$ cat src/hw/uic_pkg.sv
// Package of offsets, fields, codes and carriers for the serial channel interrupt and FIFO control.
`default_nettype none
package uic_pkg;
    localparam logic [11:0] IEN_ADDR = 12'h004;
    localparam logic [11:0] IDENT_ADDR = 12'h008;
    localparam logic [11:0] LFC_ADDR = 12'h00C;
    localparam logic [7:0] IEN_RESET = 8'h00;
    localparam logic [7:0] LFC_RESET = 8'h00;
    localparam logic [3:0] IEN_USED_MASK = 4'hF;
    localparam int IEN_DATA = 0;
    localparam int IEN_TXE = 1;
    localparam int IEN_LINE = 2;
    localparam int IEN_MODEM = 3;
    localparam int FCTL_ENABLE = 0;
    localparam int FCTL_RX_CLEAR = 1;
    localparam int FCTL_TX_CLEAR = 2;
    localparam int FCTL_DMA_MODE = 3;
    localparam int FCTL_TRIG_LSB = 6;
    localparam int LFC_PARITY = 3;
    localparam logic [3:0] ID_NONE = 4'h1;
    localparam logic [3:0] ID_LINE = 4'h6;
    localparam logic [3:0] ID_DATA = 4'h4;
    localparam logic [3:0] ID_TIMEOUT = 4'hC;
    localparam logic [3:0] ID_TXEMPTY = 4'h2;
    localparam logic [3:0] ID_MODEM = 4'h0;
    localparam logic [4:0] TRIG_LVL0 = 5'h01;
    localparam logic [4:0] TRIG_LVL1 = 5'h04;
    localparam logic [4:0] TRIG_LVL2 = 5'h08;
    localparam logic [4:0] TRIG_LVL3 = 5'h0E;
    localparam logic [3:0] MIN_DATA_BITS = 4'h5;
    localparam logic [5:0] FRAME_OVERHEAD = 6'h02;
    localparam logic [5:0] TIMEOUT_CHARS = 6'h04;

    // Events and levels reported by the rest of the channel, all on clk.
    typedef struct packed {
        logic bitTick;
        logic rxPush;
        logic rxBufferRead;
        logic lineError;
        logic lineStatusRead;
        logic modemChange;
        logic modemStatusRead;
        logic txHoldWrite;
        logic txHoldEmpty;
        logic txFifoFull;
        logic [4:0] rxCount;
    } uic_chan_evt_s;

    // Controls handed to the FIFOs and the shift logic.
    typedef struct packed {
        logic fifoEnable;
        logic rxClear;
        logic txClear;
        logic dmaMode;
        logic [4:0] rxTrigger;
        logic [3:0] dataBits;
        logic [7:0] lineFormat;
    } uic_fifo_ctl_s;
endpackage
`default_nettype wire

$ cat src/hw/uic_interrupt_fifo_control.sv
// Interrupt identification, FIFO control and line format registers of one serial channel.
`default_nettype none
module uic_interrupt_fifo_control (
    input wire logic clk,
    input wire logic rst,
    input wire logic ce,
    input wire logic psel,
    input wire logic penable,
    input wire logic pwrite,
    input wire logic [11:0] paddr,
    input wire logic [31:0] pwdata,
    output var logic [31:0] prdata,
    output logic pready,
    output var logic pslverr,
    input wire uic_pkg::uic_chan_evt_s chanEvt,
    output var uic_pkg::uic_fifo_ctl_s fifoCtl,
    output var logic irqOutput,
    output var logic rxDmaRequest,
    output var logic txDmaRequest
);
    logic [3:0] interruptEnable;
    logic [7:0] lineFormat;
    logic fifoEnable;
    logic dmaModeSelect;
    logic [1:0] triggerSel;
    logic lineStatusPending;
    logic txEmptyPending;
    logic modemPending;
    logic timeoutPending;
    logic txEmptyPrev;
    logic [5:0] idleTicks;
    logic [5:0] timeoutLimit;
    logic [4:0] rxTrigger;
    logic dataCondition;
    logic [3:0] identCode;
    logic [7:0] identValue;
    logic setupPhase;
    logic accessDone;
    logic wrIen;
    logic wrFctl;
    logic wrLfc;
    logic rdIdent;
    logic mapped;

    assign pready = ce;
    assign setupPhase = ce && psel && !penable;
    assign accessDone = ce && psel && penable;
    assign mapped = (paddr == uic_pkg::IEN_ADDR) || (paddr == uic_pkg::IDENT_ADDR) || (paddr == uic_pkg::LFC_ADDR);
    assign wrIen = accessDone && pwrite && (paddr == uic_pkg::IEN_ADDR);
    assign wrFctl = accessDone && pwrite && (paddr == uic_pkg::IDENT_ADDR);
    assign wrLfc = accessDone && pwrite && (paddr == uic_pkg::LFC_ADDR);
    assign rdIdent = accessDone && !pwrite && (paddr == uic_pkg::IDENT_ADDR);

    // Receive trigger level decode.
    always_comb begin
        unique case (triggerSel)
            2'b00: rxTrigger = uic_pkg::TRIG_LVL0;
            2'b01: rxTrigger = uic_pkg::TRIG_LVL1;
            2'b10: rxTrigger = uic_pkg::TRIG_LVL2;
            2'b11: rxTrigger = uic_pkg::TRIG_LVL3;
        endcase
    end

    // Received data condition is a level that drains as the buffer is read.
    always_comb begin
        if (fifoEnable) begin
            dataCondition = chanEvt.rxCount >= rxTrigger;
        end else begin
            dataCondition = chanEvt.rxCount != 5'h00;
        end
    end

    // Four character times in bit periods: start, data, optional parity and stop.
    always_comb begin
        timeoutLimit = 6'(uic_pkg::TIMEOUT_CHARS * (uic_pkg::FRAME_OVERHEAD + 6'(fifoCtl.dataBits)
            + 6'(lineFormat[uic_pkg::LFC_PARITY])));
    end

    // Prioritised identification; lower sources wait behind higher ones.
    always_comb begin
        if (interruptEnable[uic_pkg::IEN_LINE] && lineStatusPending) begin
            identCode = uic_pkg::ID_LINE;
        end else if (interruptEnable[uic_pkg::IEN_DATA] && dataCondition) begin
            identCode = uic_pkg::ID_DATA;
        end else if (interruptEnable[uic_pkg::IEN_DATA] && timeoutPending && fifoEnable) begin
            identCode = uic_pkg::ID_TIMEOUT;
        end else if (interruptEnable[uic_pkg::IEN_TXE] && txEmptyPending) begin
            identCode = uic_pkg::ID_TXEMPTY;
        end else if (interruptEnable[uic_pkg::IEN_MODEM] && modemPending) begin
            identCode = uic_pkg::ID_MODEM;
        end else begin
            identCode = uic_pkg::ID_NONE;
        end
    end

    assign identValue = {fifoEnable, fifoEnable, 2'b00, identCode};

    // Interrupt-enable register; upper bits are not stored.
    always_ff @(posedge clk or posedge rst) begin
        if (rst) begin
            interruptEnable <= uic_pkg::IEN_RESET[3:0];
        end else if (ce && wrIen) begin
            interruptEnable <= pwdata[3:0] & uic_pkg::IEN_USED_MASK;
        end
    end

    // Line format register.
    always_ff @(posedge clk or posedge rst) begin
        if (rst) begin
            lineFormat <= uic_pkg::LFC_RESET;
        end else if (ce && wrLfc) begin
            lineFormat <= pwdata[7:0];
        end
    end

    // FIFO control: the enable bit must be one for the other bits to load.
    always_ff @(posedge clk or posedge rst) begin
        if (rst) begin
            fifoEnable <= 1'b0;
            dmaModeSelect <= 1'b0;
            triggerSel <= 2'b00;
        end else if (ce && wrFctl) begin
            fifoEnable <= pwdata[uic_pkg::FCTL_ENABLE];
            if (pwdata[uic_pkg::FCTL_ENABLE]) begin
                dmaModeSelect <= pwdata[uic_pkg::FCTL_DMA_MODE];
                triggerSel <= pwdata[uic_pkg::FCTL_TRIG_LSB +: 2];
            end
        end
    end

    // One-cycle clear pulses toward the FIFOs and registered copies of the control fields.
    always_ff @(posedge clk or posedge rst) begin
        if (rst) begin
            fifoCtl.rxClear <= 1'b0;
            fifoCtl.txClear <= 1'b0;
            fifoCtl.fifoEnable <= 1'b0;
            fifoCtl.dmaMode <= 1'b0;
            fifoCtl.rxTrigger <= uic_pkg::TRIG_LVL0;
            fifoCtl.dataBits <= uic_pkg::MIN_DATA_BITS;
            fifoCtl.lineFormat <= uic_pkg::LFC_RESET;
        end else if (ce) begin
            fifoCtl.rxClear <= wrFctl && ((pwdata[uic_pkg::FCTL_ENABLE] != fifoEnable)
                || (pwdata[uic_pkg::FCTL_ENABLE] && pwdata[uic_pkg::FCTL_RX_CLEAR]));
            fifoCtl.txClear <= wrFctl && ((pwdata[uic_pkg::FCTL_ENABLE] != fifoEnable)
                || (pwdata[uic_pkg::FCTL_ENABLE] && pwdata[uic_pkg::FCTL_TX_CLEAR]));
            fifoCtl.fifoEnable <= fifoEnable;
            fifoCtl.dmaMode <= fifoEnable && dmaModeSelect;
            fifoCtl.rxTrigger <= rxTrigger;
            fifoCtl.dataBits <= uic_pkg::MIN_DATA_BITS + {2'b00, lineFormat[1:0]};
            fifoCtl.lineFormat <= lineFormat;
        end
    end

    // Receiver line status: set wins over the clearing read.
    always_ff @(posedge clk or posedge rst) begin
        if (rst) begin
            lineStatusPending <= 1'b0;
        end else if (ce) begin
            if (chanEvt.lineError) begin
                lineStatusPending <= 1'b1;
            end else if (chanEvt.lineStatusRead) begin
                lineStatusPending <= 1'b0;
            end
        end
    end

    // Modem status: set wins over the clearing read.
    always_ff @(posedge clk or posedge rst) begin
        if (rst) begin
            modemPending <= 1'b0;
        end else if (ce) begin
            if (chanEvt.modemChange) begin
                modemPending <= 1'b1;
            end else if (chanEvt.modemStatusRead) begin
                modemPending <= 1'b0;
            end
        end
    end

    // Transmit holding empty: raised when the holder goes empty.
    always_ff @(posedge clk or posedge rst) begin
        if (rst) begin
            txEmptyPrev <= 1'b0;
            txEmptyPending <= 1'b0;
        end else if (ce) begin
            txEmptyPrev <= chanEvt.txHoldEmpty;
            if (chanEvt.txHoldEmpty && !txEmptyPrev) begin
                txEmptyPending <= 1'b1;
            end else if (chanEvt.txHoldWrite || (rdIdent && identCode == uic_pkg::ID_TXEMPTY)) begin
                txEmptyPending <= 1'b0;
            end
        end
    end

    // Character timeout counts bit periods while the receive FIFO sits idle.
    always_ff @(posedge clk or posedge rst) begin
        if (rst) begin
            idleTicks <= 6'h00;
            timeoutPending <= 1'b0;
        end else if (ce) begin
            if (!fifoEnable || chanEvt.rxPush || chanEvt.rxBufferRead || chanEvt.rxCount == 5'h00) begin
                idleTicks <= 6'h00;
            end else if (chanEvt.bitTick && idleTicks < timeoutLimit) begin
                idleTicks <= idleTicks + 6'h01;
            end
            if (fifoEnable && chanEvt.rxCount != 5'h00 && !chanEvt.rxPush && !chanEvt.rxBufferRead
                && idleTicks >= timeoutLimit) begin
                timeoutPending <= 1'b1;
            end else if (chanEvt.rxBufferRead || !fifoEnable) begin
                timeoutPending <= 1'b0;
            end
        end
    end

    // Interrupt output and DMA requests.
    always_ff @(posedge clk or posedge rst) begin
        if (rst) begin
            irqOutput <= 1'b0;
            rxDmaRequest <= 1'b0;
            txDmaRequest <= 1'b0;
        end else if (ce) begin
            irqOutput <= identCode != uic_pkg::ID_NONE;
            if (fifoEnable && dmaModeSelect) begin
                rxDmaRequest <= dataCondition || timeoutPending;
                txDmaRequest <= !chanEvt.txFifoFull;
            end else begin
                rxDmaRequest <= chanEvt.rxCount != 5'h00;
                txDmaRequest <= chanEvt.txHoldEmpty;
            end
        end
    end

    // APB read data and error are loaded in the setup cycle.
    always_ff @(posedge clk or posedge rst) begin
        if (rst) begin
            prdata <= 32'h0000_0000;
            pslverr <= 1'b0;
        end else if (setupPhase) begin
            pslverr <= !mapped;
            if (pwrite || !mapped) begin
                prdata <= 32'h0000_0000;
            end else if (paddr == uic_pkg::IEN_ADDR) begin
                prdata <= {28'h000_0000, interruptEnable};
            end else if (paddr == uic_pkg::IDENT_ADDR) begin
                prdata <= {24'h00_0000, identValue};
            end else begin
                prdata <= {24'h00_0000, lineFormat};
            end
        end
    end
endmodule
`default_nettype wire

$ cat config.mk
export PLATFORM = sky130hd
export DESIGN_NAME = uic_interrupt_fifo_control
export DESIGN_NICKNAME = d
export VERILOG_FILES = /design/src/hw/uic_pkg.sv /design/src/hw/uic_interrupt_fifo_control.sv
export SDC_FILE = /design/constraint.sdc
export NUM_CORES = 1
export LEC_CHECK = 0
export BUFFER_PORTS_ARGS = -buffer_cell sky130_fd_sc_hd__buf_2
export CAP_MARGIN = 5
export CORE_ASPECT_RATIO = 0.75
export CORE_MARGIN = 5
export CORE_UTILIZATION = 30
export DETAILED_ROUTE_END_ITERATION = 12
export SYNTH_ARGS = -nofsm -noshare
export SYNTH_HDL_FRONTEND = slang
export SYNTH_SLANG_ARGS = --single-unit
export TNS_END_PERCENT = 100
$ cat constraint.sdc
create_clock -name clk -period 3.6 [get_ports clk]
set_clock_uncertainty 0.1 [all_clocks]
set_input_delay 0.18 -clock clk [delete_from_list [all_inputs] [get_ports clk]]
set_output_delay 0.18 -clock clk [all_outputs]
set_load 0.03 [all_outputs]
==> results.md <==
- Fin crit share: 0.7404
- Clock latency on the worst-skew pair: 320 ps
- Share of layout cells above drive strength 1: 0.3426
- Most used flip-flop cell after synthesis: dfrtp_1
- Fillers: 1070
- Port Buffer Count: 73
- Die ar.: 0.01303 mm^2
- Final Hold Fails: 0
- Clock-pin slew on the worst setup and hold paths: 50 ps
- First-pass GRT wire length: 12.79 mm
- Initial cell density of the core: 0.3108
- Status: complete, no violations
- Synth area leader: dfrtp_1
- Clock Sinks: 59
- Routed vias: 2549
- CTS tree: done
- WL per Instance: 15.07 um
- Worst-path fanout max: 8
- Leak pwr: 1.967 nW
- Gr usage total: 0.1257
- Drc violations: 0
- Aggregate routed wire length: 7.989 mm
- Met3 wire len: 661 um
- Finish-stage setup viols: 0
- Hpwl dp: 6.209 mm
- Least-Margin Pin Slew: 786.6 ps
- Pwr Total: 1.668 mW
- Most common cell in the netlist: dfrtp_1
- WL met2: 3.445 mm
- WS Path Type: flop to flop
- Synth warn: 0
- Synth unique cells: 55
- Worst hold slack: 20.83 ps
- Grt ovf: 0
- RSZ-0062 raised after global routing: false
- Min-delay src: pwdata[7]
- Io pins: 123
- Worst Hold Class: primary input to flop
- Core area: 0.01045 mm^2
- Slew margin rel.: 0.4749
- Top post-synthesis cells by area: dfrtp_1, mux2_2, buf_4
- Setup WS post-layout: 934.5 ps
- M1 wire length: 3.799 mm
- Worst Setup SP: fifoCtl[8]
- Largest net degree at the start of global routing: 39
- CTS buffer count: 9
- Req. time, crit path: 3750 ps
- Layout area overhead: 23.38%
- R2R cell count: 9
- Seq/Total Area, Yosys: 0.4557
- FP Rows: 32
- Register bit count reported by yosys: 59
- Reg-to-reg startpoint: fifoCtl[8]
- Syn Area/Cell: 10.51 um^2
- Hold Path Stages: 2
- H-tree Lvls: 3
- Max_cap viols: 0
- Power Density: 416.3 mW/mm^2
- Cts repair resizes: 0
- Die H: 100.1 um
- Post-route ant nets: 0
- RePlAce Congestion: 0.8998
- Post-layout min period: 2666 ps
- F_max: 375.2 MHz
- Share of the synthesized area in the top cell type: 0.4314
- Initial antenna violation count: 1
- Async SR Flop Fraction: 1.000
- Post-synth EDFFs: 0
- Vias per cell: 4.809
- Setup TNS: 0 ps
- Arr. time, crit path: 2810 ps
- Root Driver: clkbuf_16
- # diodes: 0
- CP Capture Type: flop
- Placement Setup Slack: 939.4 ps
- Initial DRC count: 99
- Post-synth top cells: dfrtp_1, mux2_2, nand2_1, buf_4, o21ai_0
- Nets@finish: 468
- Gate Count Post-Synth: 309
- Drt pass-1 iters: 4
- Die Width: 130.2 um
- Longest Clk Path Bufs: 2
- Cell Area, Synth: 0.003248 mm^2
- Slew Limit Fails: 0
- Maximum vdd drop: 0.2045 mV
- Startpoint Class: flop
- Vias in the first global route: 2481
- DR top layer: met5
critical path: stages, from the launching register on:
cell     delay [ps]
dfstp_2         550
ha_1            160
inv_1            50
ha_1            270
ha_1            280
nor2b_1         130
o21a_1          180
o21a_1          240
or4_1           490
a21oi_1         160
metal layers:
layer  GRT usage  vias up
li1            -     1225
met1      0.1744     1211
met2      0.1872      100
met3     0.04628       11
met4     0.02875        2
met5           0        -
cells in the final DEF, fill, tap and decap left out, drive strengths merged, types with 5 or more instances in the layout:
master	synthesis	final
o21ai	22	22
nand3	5	5
nor3	7	7
mux2	31	31
nor4	5	5
dfrtp	56	56
dlygate4sd3	0	6
a21oi	8	8
nand2	27	27
mux2i	7	7
conb	1	25
nor2	12	12
ha	13	13
inv	20	20
clkbuf	4	13
buf	31	75
nand4	8	8
cell families after synthesis:
group,Yosys count,synth area share
other cells,1,0.001155
mux,38,0.1290
buf+inv,55,0.09591
flops,59,0.4557
xor+xnor,2,0.005394
simple gates,82,0.1418
compound gates,59,0.1210
fa+ha+maj,13,0.05008
path summary, 6_finish.rpt:
check | endpoint | slack, ps
min | lineFormat[7] | 20
min in group asynchronous | fifoCtl[9] | 460
max in group asynchronous | fifoCtl[12] | 2090
min reg2reg | prdata[6] | 380
max | idleTicks[5] | 930
max reg2reg | idleTicks[5] | 930
through the flow:
step | cell area [um^2] | utilization | instances
3_3_place_gp | 3652 | 0.3495 | 509
4_1_cts | 4008 | 0.3835 | 530
6_report | 4008 | 0.3835 | 530
5_1_grt | 4008 | 0.3835 | 530
2_1_floorplan | 3338 | - | 333
3_5_place_dp | 3652 | 0.3495 | 509
flip-flops by register name, summed over array words and instances, names as in the netlist, 2 cells and up:
name	cells
triggerSel	2
idleTicks	6
prdata	8
lineFormat	8
fifoCtl	20
interruptEnable	4
where the power goes:
part | switching (mW) | internal [mW]
combinational | 0.100 | 0.0421
sequential | 0.00668 | 0.673
clock | 0.278 | 0.568
total | 0.385 | 1.28
final cells by class:
type,instances,area (um^2),share of cell area
Inverter,20,75.07,0.01873
Clock buffer,13,260.3,0.06494
Timing Repair Buffer,81,440.4,0.1099
Clock inverter,2,35.03,0.008742
Multi-Input combinational cell,219,1546,0.3859
Tap cell,136,170.2,0.04246
Sequential cell,59,1480,0.3693
repair_timing:
item,CTS,global route
hold buffers,6,0
hold endpoints to repair,40,0
buffers inserted,0,0
Note: power is estimated with default switching activity, not from simulation.
